==> config.mk <==
export PLATFORM = sky130hd
export DESIGN_NAME = cfmon_top
export DESIGN_NICKNAME = d
export VERILOG_FILES = /design/src/hdl/cfmon_pkg.sv /design/src/hdl/cfmon_top.sv
export SDC_FILE = /design/constraint.sdc
export NUM_CORES = 1
export LEC_CHECK = 0
export BUFFER_PORTS_ARGS = -buffer_cell sky130_fd_sc_hd__buf_4
export CAP_MARGIN = 10
export CORE_MARGIN = 1
export CORE_UTILIZATION = 45
export CTS_CLUSTER_SIZE = 14
export DETAILED_ROUTE_END_ITERATION = 10
export SETUP_SLACK_MARGIN = 0.2
export SYNTH_ARGS = -nofsm -noshare
export SYNTH_HDL_FRONTEND = slang
export SYNTH_SLANG_ARGS = --single-unit
==> constraint.sdc <==
create_clock -name mclk_in -period 4.1 [get_ports mclk_in]
set_clock_uncertainty 0.15 [all_clocks]
set_input_delay 0.41 -clock mclk_in [delete_from_list [all_inputs] [get_ports mclk_in]]
set_output_delay 0.41 -clock mclk_in [all_outputs]
set_load 0.02 [all_outputs]
==> src/hdl/cfmon_pkg.sv <==
package cfmon_pkg;
  // ---------------------------------------------------------------
  // Register map (byte addresses, one aligned word each)
  // ---------------------------------------------------------------
  localparam logic [7:0] OFS_CTRL = 8'h00;
  localparam logic [7:0] OFS_STATUS = 8'h04;
  localparam logic [7:0] OFS_MASK = 8'h08;
  localparam logic [7:0] OFS_CAPTURE = 8'h0c;
  localparam logic [7:0] OFS_LOWER = 8'h10;
  localparam logic [7:0] OFS_UPPER = 8'h14;
  localparam logic [7:0] OFS_CLKSEL = 8'h18;

  // ---------------------------------------------------------------
  // Field positions
  // ---------------------------------------------------------------
  localparam int CTRL_START = 0;
  localparam int CTRL_STOP = 1;
  localparam int CTRL_RUNNING = 2;
  localparam int CTRL_SEL = 3;
  localparam int CTRL_DISCARD = 4;
  localparam int CTRL_ITV_EN = 5;
  localparam int ST_CAPTURE = 0;
  localparam int ST_SWITCH = 1;
  localparam int ST_FAULT = 2;
  localparam int ST_W = 3;
  localparam int CLK_A_LSB = 0;
  localparam int CLK_B_LSB = 8;
  localparam int CLK_CUR_LSB = 16;

  // ---------------------------------------------------------------
  // Reset values and encodings
  // ---------------------------------------------------------------
  localparam logic [15:0] LOWER_RST = 16'd1255;
  localparam logic [15:0] UPPER_RST = 16'd1750;
  localparam logic [7:0] SEL_24MHZ = 8'h00;
  localparam logic [7:0] SEL_32MHZ = 8'h02;
  localparam logic [7:0] SEL_48MHZ = 8'h04;
  localparam logic [7:0] CHOICE_A_RST = SEL_24MHZ;
  localparam logic [7:0] CHOICE_B_RST = SEL_32MHZ;
  localparam logic [ST_W-1:0] MASK_RST = 3'h0;

  // ---------------------------------------------------------------
  // Timing
  // ---------------------------------------------------------------
  localparam int MCLK_HZ = 25000000;
  localparam int DEB_TIME_US = 10000;
  localparam int DEB_CYC = DEB_TIME_US * (MCLK_HZ / 1000000);
  localparam int BLINK_TIME_MS = 250;
  localparam int BLINK_CYC = BLINK_TIME_MS * (MCLK_HZ / 1000);

  typedef enum logic [1:0] {
    CFMON_IDLE = 2'b00,
    CFMON_SETTLE = 2'b01,
    CFMON_DEBOUNCE = 2'b11
  } cfmon_state_e;

  typedef struct packed {
    logic [15:0] lower;
    logic [15:0] upper;
  } cfmon_win_s;
endpackage : cfmon_pkg

==> src/hdl/cfmon_top.sv <==
// Local design decisions: the APB register port and the register offsets.
`timescale 1ns/1ps
// Overview of operation
// - Counter counts fast oscillator ticks; low-speed 32.768 kHz input gives edges.
// - Writing one to the start bit zeroes the counter and starts counting.
// - Enable edge copies counter into capture register unless a start write, a press or a stop write lands in the same cycle; judged captures raise capture-done.
// - Counter clears to zero after every capture.
// - First capture after any start is discarded, later ones are judged.
// - First capture leaves no pending capture-done request behind.
// - In-window interval turns fault indicator off, out-of-window makes it blink.
// - Monitor idles until a switch event, then serves it; captures are handled outside the state sequence.
// - Divider select output carries one of two predefined choice values.
// - Switch event sets interval enable, waits one cycle for it to settle.
// - At debounce expiry switch high means no press, low confirms press.
// - Confirmed press stops, swaps count clock and restarts with discard.
// - Clock-select indicator lit on second choice, dark on first choice.
// - Window defaults to 1255 lower and 1750 upper count cycles.
// - Select encoding is 0x00 24 MHz, 0x02 32 MHz, 0x04 48 MHz.
module cfmon_top #(
  parameter int CNT_W = 16,
  parameter int DEB_CYCLES = cfmon_pkg::DEB_CYC,
  parameter int BLINK_CYCLES = cfmon_pkg::BLINK_CYC
) (
  input wire logic mclk_in,
  input wire logic nrst_in,
  input wire logic fast_osc_clock_in,
  input wire logic ref_osc_in,
  input wire logic switch_pin_level_in,
  input wire logic psel_in,
  input wire logic penable_in,
  input wire logic pwrite_in,
  input wire logic [7:0] paddr_in,
  input wire logic [31:0] pwdata_in,
  output logic [31:0] prdata_out,
  output logic pready_out,
  output logic pslverr_out,
  output logic irq_out,
  output logic [7:0] fast_osc_divider_sel_out,
  output logic fault_indicator_out,
  output logic clock_sel_indicator_out
);

  // ---------------------------------------------------------------
  // Parameter checks
  // ---------------------------------------------------------------
  // Fewer than eleven bits cannot hold the default upper limit.
  if (CNT_W < 11 || CNT_W > 16) begin : g_bad_cnt_w
    $error("CNT_W must lie in 11..16");
  end
  if (DEB_CYCLES < 1 || BLINK_CYCLES < 1) begin : g_bad_timing
    $error("Timing counts must be at least one");
  end

  // ---------------------------------------------------------------
  // Pin synchronisers
  // ---------------------------------------------------------------
  // A level is accepted only when stages two and three agree, which
  // filters a single metastable sample at the cost of one extra cycle.
  localparam int NPIN = 3;
  localparam int P_FAST = 0;
  localparam int P_REF = 1;
  localparam int P_SW = 2;
  logic [NPIN-1:0] pin_raw;
  logic [NPIN-1:0] lvl_ff;
  logic [NPIN-1:0] rise;
  logic [NPIN-1:0] fall;
  assign pin_raw = {switch_pin_level_in, ref_osc_in, fast_osc_clock_in};

  genvar gi;
  generate
    for (gi = 0; gi < NPIN; gi++) begin : g_sync
      logic s1_ff;
      logic s2_ff;
      logic s3_ff;
      wire agree = (s2_ff == s3_ff);
      wire rst_lvl = (gi == P_SW);
      always_ff @(posedge mclk_in) begin
        if (!nrst_in) begin
          s1_ff <= rst_lvl;
          s2_ff <= rst_lvl;
          s3_ff <= rst_lvl;
          lvl_ff[gi] <= rst_lvl;
        end else begin
          s1_ff <= pin_raw[gi];
          s2_ff <= s1_ff;
          s3_ff <= s2_ff;
          if (agree) begin
            lvl_ff[gi] <= s3_ff;
          end
        end
      end
      assign rise[gi] = agree && s3_ff && !lvl_ff[gi];
      assign fall[gi] = agree && !s3_ff && lvl_ff[gi];
    end
  endgenerate

  wire count_tick = rise[P_FAST];
  wire enable_edge = rise[P_REF];
  wire switch_irq = fall[P_SW];

  // ---------------------------------------------------------------
  // APB slave decode
  // ---------------------------------------------------------------
  function automatic logic hit(input logic [7:0] a, input logic [7:0] o);
    hit = (a[7:2] == o[7:2]);
  endfunction : hit

  wire acc = psel_in && penable_in;
  wire wr = acc && pwrite_in;
  wire hit_ctrl = hit(paddr_in, cfmon_pkg::OFS_CTRL);
  wire hit_stat = hit(paddr_in, cfmon_pkg::OFS_STATUS);
  wire hit_mask = hit(paddr_in, cfmon_pkg::OFS_MASK);
  wire hit_cap = hit(paddr_in, cfmon_pkg::OFS_CAPTURE);
  wire hit_low = hit(paddr_in, cfmon_pkg::OFS_LOWER);
  wire hit_up = hit(paddr_in, cfmon_pkg::OFS_UPPER);
  wire hit_clk = hit(paddr_in, cfmon_pkg::OFS_CLKSEL);
  wire mapped = hit_ctrl || hit_stat || hit_mask || hit_cap || hit_low ||
                hit_up || hit_clk;
  wire sw_start = wr && hit_ctrl && pwdata_in[cfmon_pkg::CTRL_START];
  wire sw_stop = wr && hit_ctrl && pwdata_in[cfmon_pkg::CTRL_STOP];

  // ---------------------------------------------------------------
  // Registers and state
  // ---------------------------------------------------------------
  logic [CNT_W-1:0] cnt_ff;
  logic [CNT_W-1:0] nxt_cnt;
  logic [CNT_W-1:0] cap_ff;
  logic ovf_ff;
  logic run_ff;
  logic discard_ff;
  logic sel_ff;
  logic itv_en_ff;
  logic blink_ff;
  logic phase_ff;
  logic [31:0] deb_ff;
  logic [31:0] blk_ff;
  logic [cfmon_pkg::ST_W-1:0] status_ff;
  logic [cfmon_pkg::ST_W-1:0] mask_ff;
  logic [7:0] choice_a_ff;
  logic [7:0] choice_b_ff;
  cfmon_pkg::cfmon_win_s win_ff;
  cfmon_pkg::cfmon_state_e state_ff;
  cfmon_pkg::cfmon_state_e nxt_state;

  // ---------------------------------------------------------------
  // Switch debounce sequence
  // ---------------------------------------------------------------
  wire deb_done = (state_ff == cfmon_pkg::CFMON_DEBOUNCE) &&
                  (deb_ff == 32'(DEB_CYCLES - 1));
  wire press = deb_done && !lvl_ff[P_SW];

  always_comb begin
    nxt_state = state_ff;
    case (state_ff)
      cfmon_pkg::CFMON_IDLE: begin
        if (switch_irq) begin
          nxt_state = cfmon_pkg::CFMON_SETTLE;
        end
      end
      cfmon_pkg::CFMON_SETTLE: begin
        nxt_state = cfmon_pkg::CFMON_DEBOUNCE;
      end
      cfmon_pkg::CFMON_DEBOUNCE: begin
        if (deb_done) begin
          nxt_state = cfmon_pkg::CFMON_IDLE;
        end
      end
      default: begin
        nxt_state = cfmon_pkg::CFMON_IDLE;
      end
    endcase
  end

  always_ff @(posedge mclk_in) begin
    if (!nrst_in) begin
      state_ff <= cfmon_pkg::CFMON_IDLE;
      itv_en_ff <= 1'b0;
      deb_ff <= 32'h0000_0000;
    end else begin
      state_ff <= nxt_state;
      itv_en_ff <= (nxt_state != cfmon_pkg::CFMON_IDLE);
      if (state_ff == cfmon_pkg::CFMON_DEBOUNCE && !deb_done) begin
        deb_ff <= deb_ff + 32'h0000_0001;
      end else begin
        deb_ff <= 32'h0000_0000;
      end
    end
  end

  // ---------------------------------------------------------------
  // Capture counter and judgement
  // ---------------------------------------------------------------
  // A press restarts in the same cycle, so stop and start collapse
  // into one restart with the discard armed again.
  wire restart = sw_start || press;
  wire cap_evt = run_ff && enable_edge && !restart;
  wire judged = cap_evt && !discard_ff;
  wire in_win = !ovf_ff && (cnt_ff >= CNT_W'(win_ff.lower)) &&
                (cnt_ff <= CNT_W'(win_ff.upper));
  wire abnormal = judged && !in_win;

  always_comb begin
    nxt_cnt = cnt_ff;
    if (restart || cap_evt) begin
      nxt_cnt = '0;
    end else if (run_ff && count_tick) begin
      nxt_cnt = cnt_ff + CNT_W'(1);
    end
  end

  always_ff @(posedge mclk_in) begin
    if (!nrst_in) begin
      cnt_ff <= '0;
      cap_ff <= '0;
      ovf_ff <= 1'b0;
      run_ff <= 1'b0;
      discard_ff <= 1'b1;
      sel_ff <= 1'b0;
    end else begin
      cnt_ff <= nxt_cnt;
      if (restart) begin
        run_ff <= 1'b1;
        discard_ff <= 1'b1;
        ovf_ff <= 1'b0;
      end else if (sw_stop) begin
        run_ff <= 1'b0;
      end else if (cap_evt) begin
        cap_ff <= cnt_ff;
        discard_ff <= 1'b0;
        ovf_ff <= 1'b0;
      end else if (run_ff && count_tick && (&cnt_ff)) begin
        ovf_ff <= 1'b1;
      end
      if (press) begin
        sel_ff <= !sel_ff;
      end
    end
  end

  // ---------------------------------------------------------------
  // Fault indicator blink
  // ---------------------------------------------------------------
  // Phase rests high, so a new fault lights the lamp at once.
  always_ff @(posedge mclk_in) begin
    if (!nrst_in) begin
      blink_ff <= 1'b0;
      phase_ff <= 1'b0;
      blk_ff <= 32'h0000_0000;
    end else begin
      if (judged) begin
        blink_ff <= abnormal;
      end
      if (!blink_ff) begin
        phase_ff <= 1'b1;
        blk_ff <= 32'h0000_0000;
      end else if (blk_ff == 32'(BLINK_CYCLES - 1)) begin
        phase_ff <= !phase_ff;
        blk_ff <= 32'h0000_0000;
      end else begin
        blk_ff <= blk_ff + 32'h0000_0001;
      end
    end
  end

  // ---------------------------------------------------------------
  // Software registers and sticky events
  // ---------------------------------------------------------------
  // The discarded first capture never sets the capture-done bit, so
  // no request is left pending into the judged measurements.
  logic [cfmon_pkg::ST_W-1:0] evt;
  logic [cfmon_pkg::ST_W-1:0] w1c;
  always_comb begin
    evt = '0;
    evt[cfmon_pkg::ST_CAPTURE] = judged;
    evt[cfmon_pkg::ST_SWITCH] = press;
    evt[cfmon_pkg::ST_FAULT] = abnormal;
    w1c = (wr && hit_stat) ? pwdata_in[cfmon_pkg::ST_W-1:0] : '0;
  end

  always_ff @(posedge mclk_in) begin
    if (!nrst_in) begin
      status_ff <= '0;
      mask_ff <= cfmon_pkg::MASK_RST;
      win_ff.lower <= cfmon_pkg::LOWER_RST;
      win_ff.upper <= cfmon_pkg::UPPER_RST;
      choice_a_ff <= cfmon_pkg::CHOICE_A_RST;
      choice_b_ff <= cfmon_pkg::CHOICE_B_RST;
    end else begin
      status_ff <= (status_ff & ~w1c) | evt;
      if (wr && hit_mask) begin
        mask_ff <= pwdata_in[cfmon_pkg::ST_W-1:0];
      end
      if (wr && hit_low) begin
        win_ff.lower <= pwdata_in[15:0];
      end
      if (wr && hit_up) begin
        win_ff.upper <= pwdata_in[15:0];
      end
      if (wr && hit_clk) begin
        choice_a_ff <= pwdata_in[cfmon_pkg::CLK_A_LSB +: 8];
        choice_b_ff <= pwdata_in[cfmon_pkg::CLK_B_LSB +: 8];
      end
    end
  end

  // ---------------------------------------------------------------
  // Read mux and outputs
  // ---------------------------------------------------------------
  wire [7:0] cur_sel = sel_ff ? choice_b_ff : choice_a_ff;
  logic [31:0] ctrl_rd;
  logic [31:0] clk_rd;
  always_comb begin
    ctrl_rd = 32'h0000_0000;
    ctrl_rd[cfmon_pkg::CTRL_RUNNING] = run_ff;
    ctrl_rd[cfmon_pkg::CTRL_SEL] = sel_ff;
    ctrl_rd[cfmon_pkg::CTRL_DISCARD] = discard_ff;
    ctrl_rd[cfmon_pkg::CTRL_ITV_EN] = itv_en_ff;
    clk_rd = 32'h0000_0000;
    clk_rd[cfmon_pkg::CLK_A_LSB +: 8] = choice_a_ff;
    clk_rd[cfmon_pkg::CLK_B_LSB +: 8] = choice_b_ff;
    clk_rd[cfmon_pkg::CLK_CUR_LSB +: 8] = cur_sel;
  end

  wire [31:0] rd_mux =
    hit_ctrl ? ctrl_rd :
    hit_stat ? {29'h0000_0000, status_ff} :
    hit_mask ? {29'h0000_0000, mask_ff} :
    hit_cap ? 32'(cap_ff) :
    hit_low ? {16'h0000, win_ff.lower} :
    hit_up ? {16'h0000, win_ff.upper} :
    hit_clk ? clk_rd : 32'h0000_0000;

  assign prdata_out = (acc && !pwrite_in) ? rd_mux : 32'h0000_0000;
  assign pready_out = 1'b1;
  assign pslverr_out = acc && !mapped;
  assign irq_out = |(status_ff & mask_ff);
  assign fast_osc_divider_sel_out = cur_sel;
  assign fault_indicator_out = blink_ff && phase_ff;
  assign clock_sel_indicator_out = sel_ff;

endmodule : cfmon_top

==> out/metrics.yaml, run 1 <==
status: "finished, final reports clean"
clockBufferDepth: 2
vias_per_cell: 5.30
synthesis.area_um2: 8650
critical-path-slowest-cell: "and3_1"
grt_usage: 0.230
power_mw: 3.43
port_buffers: 65
fp.dieH_um: 141
path_common_cell: "buf_4"
synth_top_area_share: 0.396
synth-edff-count: 0
num_antenna_cells: 0
syn_inst: 1034
numPlacedInstances: 1296
cts_resized: 0
dp_hpwl_um: 15200
max_stage_delay_ps: 780
hold_path.class: "in2reg"
totalWireLength_um: 21600
yosys.area.top_type: "dfxtp_1"
drt-initial-drc-count: 607
startpoint_type: "input port"
core-area_um2: 18800
slew-limit-headroom: 0.259
critPathMaxFanout: 22
die_w_um: 141
period_share: 0.735
leakage_nw: 3.80
worst_setup_path_end_kind: "output port"
cts_tree: "built"
nets: 1167
arrival_ps: 2450
postCtsHoldBufs: 0
fp.dieArea_um2: 19800
cts_max_level: 4
timing.critical_path.buf_inv: 2
layout-drive-gt1-share: 0.122
drcViolationCount: 0
cts_num_sinks: 171
tightestPinTransition_ps: 1110
tns_ps: 0
period_needed_ps: 3010
post_cts_buffers: 0
powerDensity_nw_per_um2: 349
dpl-instance-area_um2: 9240
clock.fmax_mhz: 332
synthTopCellsByCount: "171 x dfxtp_1, 169 x nand2_1, 119 x nor2_1"
cts-root-buf: "clkbuf_16"
fin_cells: 1328
ys_top_cells_by_area: "dfxtp_1 40%, nand2_1 7.3%, ha_1 5.5%, nor2_1 5.2%, xor2_1 4.5%"
fin_area_um2: 9840
grt_max_degree: 81
start_util: 0.461
first_pass_iters: 6
synth_most_common_cell: "dfxtp_1"
synth-warning-count: 0
grt_setup_unrepaired: "false"
overflow: 0
antenna_found_initial: 0
gp_congestion: 0.878
path_delay_family: "simple AND/OR/NAND/NOR gates"
drv_slew: 0
ys_seq_elements: 171
synth.avg_cell_area_um2: 8.36
clk_latency_ps: 430
async_reset_ff_frac: 0
ys.flop_type: "dfxtp_1"
grt_pass1_wl_um: 35500
hold_violations: 0
wl_per_cell_um: 16.2
worstPathCellList: "buf_4 > nor2b_1 > and3_1 > a22oi_1 > a21oi_1 > buf_4"
cts_buffers: 17
cap_violations: 0
yosysSeqAreaShare: 0.396
area_growth_syn_to_layout_pct: 13.8
ys_types: 64
ir_drop_mv: 0.276
io_pins: 93
ant_nets: 0
required_ps: 3540
core.rowCount: 50
grt_pass1_vias: 6569
path_class: "in2out"
num_vias: 7041
setup_viol: 0
clk_transition_reported_paths_ps: 70
## registers in the layout, summed over array words and instances, names as in the netlist, 3 cells and up
signal and cells:
blk_ff 32, deb_ff 32, win_ff 32, cap_ff 16, cnt_ff 16, choice_a_ff 8
choice_b_ff 8, g_sync.s1_ff 3, g_sync.s2_ff 3, g_sync.s3_ff 3, lvl_ff 3, mask_ff 3
status_ff 3
## per-stage QoR
step | utilization | setup slack [ps] | hold slack [ps]
6_report | 0.524 | 1090 | 50.1
5_1_grt | 0.524 | 971 | 34.1
4_1_cts | 0.524 | 1180 | 35.6
3_3_place_gp | 0.492 | 1150 | 257
3_5_place_dp | 0.492 | 1150 | 257
2_1_floorplan | - | 1560 | 236
## final timing paths
path,depth (start not counted),to,startpoint,slack [ps]
worst min register to register,1,g_sync[2].s2_ff,g_sync[2].s1_ff,280
worst max register to register,6,cap_ff[2],deb_ff[3],1500
worst min-delay path,2,g_sync[2].s1_ff,switch_pin_level_in,50
worst max-delay path,6,prdata_out[1],paddr_in[3],1090
## layer usage
metal,vias to the layer above,share of wire,track usage
li1,3605,-,-
met1,3241,0.51,0.351
met2,173,0.41,0.328
met3,22,0.058,0.0370
met4,0,0.015,0.0727
met5,-,0,0
## cell usage in the layout (no fill, tap or decap), types with 7 or more instances in the layout
cell,synthesis,final
nor3_1,8,8
nand2_1,169,169
mux2_2,10,10
inv_1,50,50
conb_1,2,9
ha_1,38,38
xor2_1,44,44
and2_1,14,14
nand4_1,28,28
nor4_1,11,11
mux2i_1,22,22
clkbuf_16,0,17
xnor2_1,33,33
a22oi_1,24,24
nand3_1,39,39
and3_1,26,26
nor2_1,119,119
a21boi_0,36,36
buf_4,10,76
o21ai_0,7,7
o211ai_1,15,15
a21oi_1,33,33
dfxtp_1,171,171
nor2b_1,16,16
## cell families after synthesis
logic type	count (synthesis)	synth area share
simple gates	464	0.260
flops	171	0.396
other cells	2	0.000869
fa+ha+maj	38	0.0550
compound gates	145	0.116
xor+xnor	77	0.0780
buf+inv	105	0.0561
mux	32	0.0385
## final cells by class
cell class                 count  area (um^2)
timing repair buffer          76          571
fill                        1847         8930
clock inverter                13          166
inverter                      50          188
multi-input combinational    765         4760
sequential                   171         3420
clock buffer                  19          433
tap                          234          293
## power breakdown
part           total, mW  switching [mW]  internal, mW
clock network       1.65           0.687         0.963
logic              0.112          0.0715        0.0409
registers           1.67         0.00302          1.67
total               3.43           0.761          2.67
(Power assumes the default switching activity.)
==> run 2, diff against run 1 <==
==> constraint.sdc (replaced) <==
create_clock -name mclk_in -period 2.8 [get_ports mclk_in]
set_clock_uncertainty 0.15 [all_clocks]
set_input_delay 0.28 -clock mclk_in [delete_from_list [all_inputs] [get_ports mclk_in]]
set_output_delay 0.28 -clock mclk_in [all_outputs]
set_load 0.02 [all_outputs]
==> run 2 against run 1 <==
  * Core utilization up 1.9 points
  * Sequential share of layout area down 1.2 points
  * Clock power grew 43%
  * Worst hold slack worse by 20 ps
  * Setup slack got worse by 720 ps
  * Via count grew 2.0%
  * Sequential power up 47%
==> out/metrics.yaml, run 2 (synthesis results as in run 1) <==
grt_pass1_wl_um: 34900
rrSetupSlack_ps: 440
tightestPinTransition_ps: 596
drt-initial-drc-count: 325
clockBufferDepth: 2
antenna_found_initial: 0
hold_path.class: "in2reg"
grt_setup_unrepaired: "false"
final_common_cell: "dfxtp_1"
vias_per_cell: 5.27
power_mw: 4.99
cap_violations: 0
critPathMaxFanout: 2
nets: 1203
path_delay_family: "compound AO/OA/AOI/OAI gates"
ant_nets: 0
layout-drive-gt1-share: 0.133
first_pass_iters: 5
fp.dieH_um: 141
path_class: "reg2out"
grt_usage: 0.226
cts_num_sinks: 171
drv_slew: 0
grt_max_degree: 108
worst_setup_path_end_kind: "output port"
tns_ps: 0
port_buffers: 65
arrival_ps: 2000
max_stage_delay_ps: 440
ir_drop_mv: 0.389
grt_pass1_vias: 6556
gp_congestion: 0.843
totalWireLength_um: 21500
layout_common_cells: "171 x dfxtp_1, 169 x nand2_1, 119 x nor2_1, 89 x buf_4, 50 x inv_1"
rr_worst_depth: 7
num_vias: 7182
critical-path-slowest-cell: "o21ai_0"
period_needed_ps: 2430
clk_latency_ps: 430
reg_top3: "blk_ff: 32 flops, deb_ff: 32 flops, win_ff: 32 flops"
drcViolationCount: 0
cts-root-buf: "clkbuf_16"
status: "finished, final reports clean"
worstPathCellList: "inv_1 > o22ai_1 > a21o_1 > o221ai_1 > o21ai_0 > buf_4"
cts_buffers: 17
die_w_um: 141
cts_tree: "built"
hold_violations: 0
start_util: 0.461
overflow: 0
clock.fmax_mhz: 411
hold_depth: 3
core.rowCount: 50
core-area_um2: 18800
cts_max_level: 4
cp_num_cells: 6
dp_hpwl_um: 15300
clk_transition_reported_paths_ps: 60
required_ps: 2370
powerDensity_nw_per_um2: 489
period_share: 0.868
area_growth_syn_to_layout_pct: 18.0
slew-limit-headroom: 0.600
startpoint_type: "register"
leakage_nw: 3.98
setup_viol: 0
io_pins: 93
fp.dieArea_um2: 19800
timing.critical_path.buf_inv: 2
num_antenna_cells: 0
wl_per_cell_um: 15.8
## run 2: cell count changes in the layout (fill, tap and decap cells not counted)
cell	previous run	this run
nor3_2	3	4
dlygate4sd3_1	0	19
bufinv_16	3	2
clkinv_2	2	1
clkbuf_8	0	3
clkbuf_1	2	3
buf_12	0	4
buf_4	76	89
clkinv_4	3	1
inv_6	2	1
clkinvlp_4	3	4
nor3_1	8	7
## run 2: routing by layer
| layer | up-vias | GRT usage | wire [um] |
|---|---|---|---|
| met5 | - | 0 | 0 |
| met2 | 139 | 0.329 | 9240 |
| met4 | 0 | 0.0629 | 261 |
| li1 | 3669 | - | - |
| met1 | 3354 | 0.336 | 11100 |
| met3 | 20 | 0.0459 | 922 |
## run 2: worst register-to-register path, cell delays in order, from the launching register on
cell and delay (ps):
dfxtp_1 410, nor4b_1 330, nand4_1 150, or4_1 480, nor4_2 250, nand3b_2 210
buf_12 190, nor2_1 80
## run 2: worst paths after layout
check / from / endpoint
setup / recovery: win_ff[5] / prdata_out[5]
hold / removal: pwdata_in[0] / win_ff[16]
setup reg to reg: blk_ff[14] / blk_ff[8]
hold reg to reg: g_sync[2].s1_ff / g_sync[2].s2_ff
## run 2: metrics by stage
stage | std cells | util | instance area, um^2 | worst slack [ps] | hold slack, ps
floorplan | 1041 | - | 8670 | 521 | 231
global placement | 1313 | 0.502 | 9420 | 375 | 258
detailed placement | 1313 | 0.502 | 9420 | 413 | 253
CTS | 1364 | 0.543 | 10200 | 383 | 0.111
global route | 1364 | 0.544 | 10200 | 222 | 15.8
finish | 1364 | 0.544 | 10200 | 370 | 29.8
## run 2: power by group
part / leakage [nW] / switching, mW / internal (mW) / total [mW]
registers: 1.38 / 0.00452 / 2.44 / 2.45
logic: 2.33 / 0.110 / 0.0802 / 0.190
clock network: 0.276 / 0.970 / 1.39 / 2.36
## run 2: final cells by class
type	instances	area [um^2]
clock buffer	23	478
fill	1786	8570
clock inverter	9	113
inverter	50	188
timing repair buffer	112	938
tap	234	293
multi-input combinational	765	4770
sequential	171	3420
## run 2: timing repair
item,in CTS,in global routing
hold buffers,19,0
setup endpoints to repair,0,2
setup buffers,0,0
resized for setup,0,1
endpoints found under the hold margin,46,0
==> run 3, diff against run 2 <==
--- a/config.mk
+++ b/config.mk
@@ -5,12 +5,12 @@
 export SDC_FILE = /design/constraint.sdc
 export NUM_CORES = 1
 export LEC_CHECK = 0
-export BUFFER_PORTS_ARGS = -buffer_cell sky130_fd_sc_hd__buf_4
 export CAP_MARGIN = 10
 export CORE_MARGIN = 1
 export CORE_UTILIZATION = 45
 export CTS_CLUSTER_SIZE = 14
 export DETAILED_ROUTE_END_ITERATION = 10
+export DONT_BUFFER_PORTS = 1
 export SETUP_SLACK_MARGIN = 0.2
 export SYNTH_ARGS = -nofsm -noshare
 export SYNTH_HDL_FRONTEND = slang
==> run 3 against run 2 <==
  * First-iteration DRC count increased by 30%
  * Die area unchanged
  * Global-route usage decreased by 0.23 points
  * Total power decreased by 1.4%
  * Sequential share of layout area increased by 1.1 points
  * Final cell count decreased by 3.3%
  * Flip-flop and latch count unchanged
  * Cell area decreased by 3.1%
  * Clock power about the same
  * Routed wire length increased by 0.37%
  * Core utilization decreased by 1.7 points
==> out/metrics.yaml, run 3 (synthesis results as in run 1) <==
layout_common_cells: "171 x dfxtp_1, 169 x nand2_1, 119 x nor2_1, 50 x inv_1, 44 x xor2_1"
leakage_nw: 3.78
n_fill_cell: 1781
fp.dieH_um: 141
status: "finished, final reports clean"
first_pass_iters: 7
cts_num_sinks: 171
cts_buffers: 17
num_antenna_cells: 0
ant_nets: 0
drt-initial-drc-count: 422
overflow: 0
critPathMaxFanout: 5
clockBufferDepth: 2
cts_tree: "built"
tns_ps: 0
die_w_um: 141
fp.dieArea_um2: 19800
dp_hpwl_um: 15300
hold_violations: 0
final_common_cell: "dfxtp_1"
clock.fmax_mhz: 413
core-area_um2: 18800
ir_drop_mv: 0.368
vias_per_cell: 5.37
path_class: "reg2reg"
post_cts_buffers: 0
reg_top3: "blk_ff: 32 flops, deb_ff: 32 flops, win_ff: 32 flops"
cts-root-buf: "clkbuf_16"
grt_max_degree: 107
port_buffers: 0
setup_viol: 0
required_ps: 2950
startpoint_type: "register"
totalWireLength_um: 21600
grt_pass1_wl_um: 34600
drcViolationCount: 0
tightestPinTransition_ps: 686
grt_pass1_vias: 6622
layout-drive-gt1-share: 0.0959
worst_setup_path_end_kind: "register"
hold_path.class: "in2reg"
clk_latency_ps: 420
clk_transition_reported_paths_ps: 60
cts_max_level: 4
num_vias: 7087
io_pins: 93
antenna_found_initial: 0
numPlacedInstances: 1265
grt_setup_unrepaired: "false"
wl_per_cell_um: 16.4
cap_violations: 0
slew-limit-headroom: 0.542
arrival_ps: 2570
powerDensity_nw_per_um2: 498
fin_cells: 1319
area_growth_syn_to_layout_pct: 14.3
period_share: 0.865
gp_congestion: 0.898
grt_usage: 0.224
start_util: 0.461
drv_slew: 0
nets: 1158
core.rowCount: 50
period_needed_ps: 2420
## run 3: power breakdown
group / leakage, nW / switching, mW / internal [mW]
combinational: 2.12 / 0.0888 / 0.0570
sequential: 1.38 / 0.00451 / 2.44
clock: 0.285 / 1.03 / 1.30
total: 3.78 / 1.12 / 3.80
## run 3: layer usage
metal | vias up | track usage | share of wire
met5 | - | 0 | 0
met1 | 3301 | 0.318 | 0.49
met4 | 0 | 0.0658 | 0.014
met3 | 20 | 0.0513 | 0.053
met2 | 166 | 0.338 | 0.44
li1 | 3600 | - | -
## run 3: worst paths after layout
kind / start / endpoint / slack [ps] / cells past startpoint
hold / removal: pwdata_in[0] / run_ff / 10 / 2
hold reg to reg: g_sync[2].s1_ff / g_sync[2].s2_ff / 270 / 1
setup / recovery: deb_ff[11] / blink_ff / 380 / 6
setup reg to reg: deb_ff[11] / blink_ff / 380 / 6
## run 3: area by class of cell
| cell class | count | area, um^2 | share of cell area |
|---|---|---|---|
| clock inverter | 12 | 128 | 0.0129 |
| timing repair buffer | 67 | 626 | 0.0633 |
| inverter | 50 | 188 | 0.0190 |
| tap | 234 | 293 | 0.0296 |
| sequential | 171 | 3420 | 0.346 |
| clock buffer | 20 | 457 | 0.0462 |
| multi-input combinational | 765 | 4770 | 0.483 |
## run 3: per-stage QoR
stage | cell area (um^2) | total power [mW] | setup slack [ps] | hold slack, ps | utilization
after global placement | 9060 | 2.58 | 375 | 233 | 0.483
after floorplan | 8670 | 2.60 | 521 | 231 | -
after CTS | 9870 | 4.98 | 334 | 4.12 | 0.526
after global routing | 9890 | 5.10 | 251 | 12.6 | 0.527
final | 9890 | 4.92 | 378 | 13.2 | 0.527
after detailed placement | 9060 | 2.58 | 361 | 234 | 0.483
## run 3: critical path, stage by stage, from the launching register on
cell and delay [ps]:
dfxtp_1 360, or4b_1 540, nor4_1 410, nor4b_4 440, nor2_1 170, o21ai_0 180
a21oi_1 60
## run 3: repair_timing
action | 4_1_cts | 5_1_grt
hold endpoints to repair | 91 | 11
hold buffers | 21 | 1
gates resized for setup | 0 | 1
endpoints found under the setup margin | 0 | 11
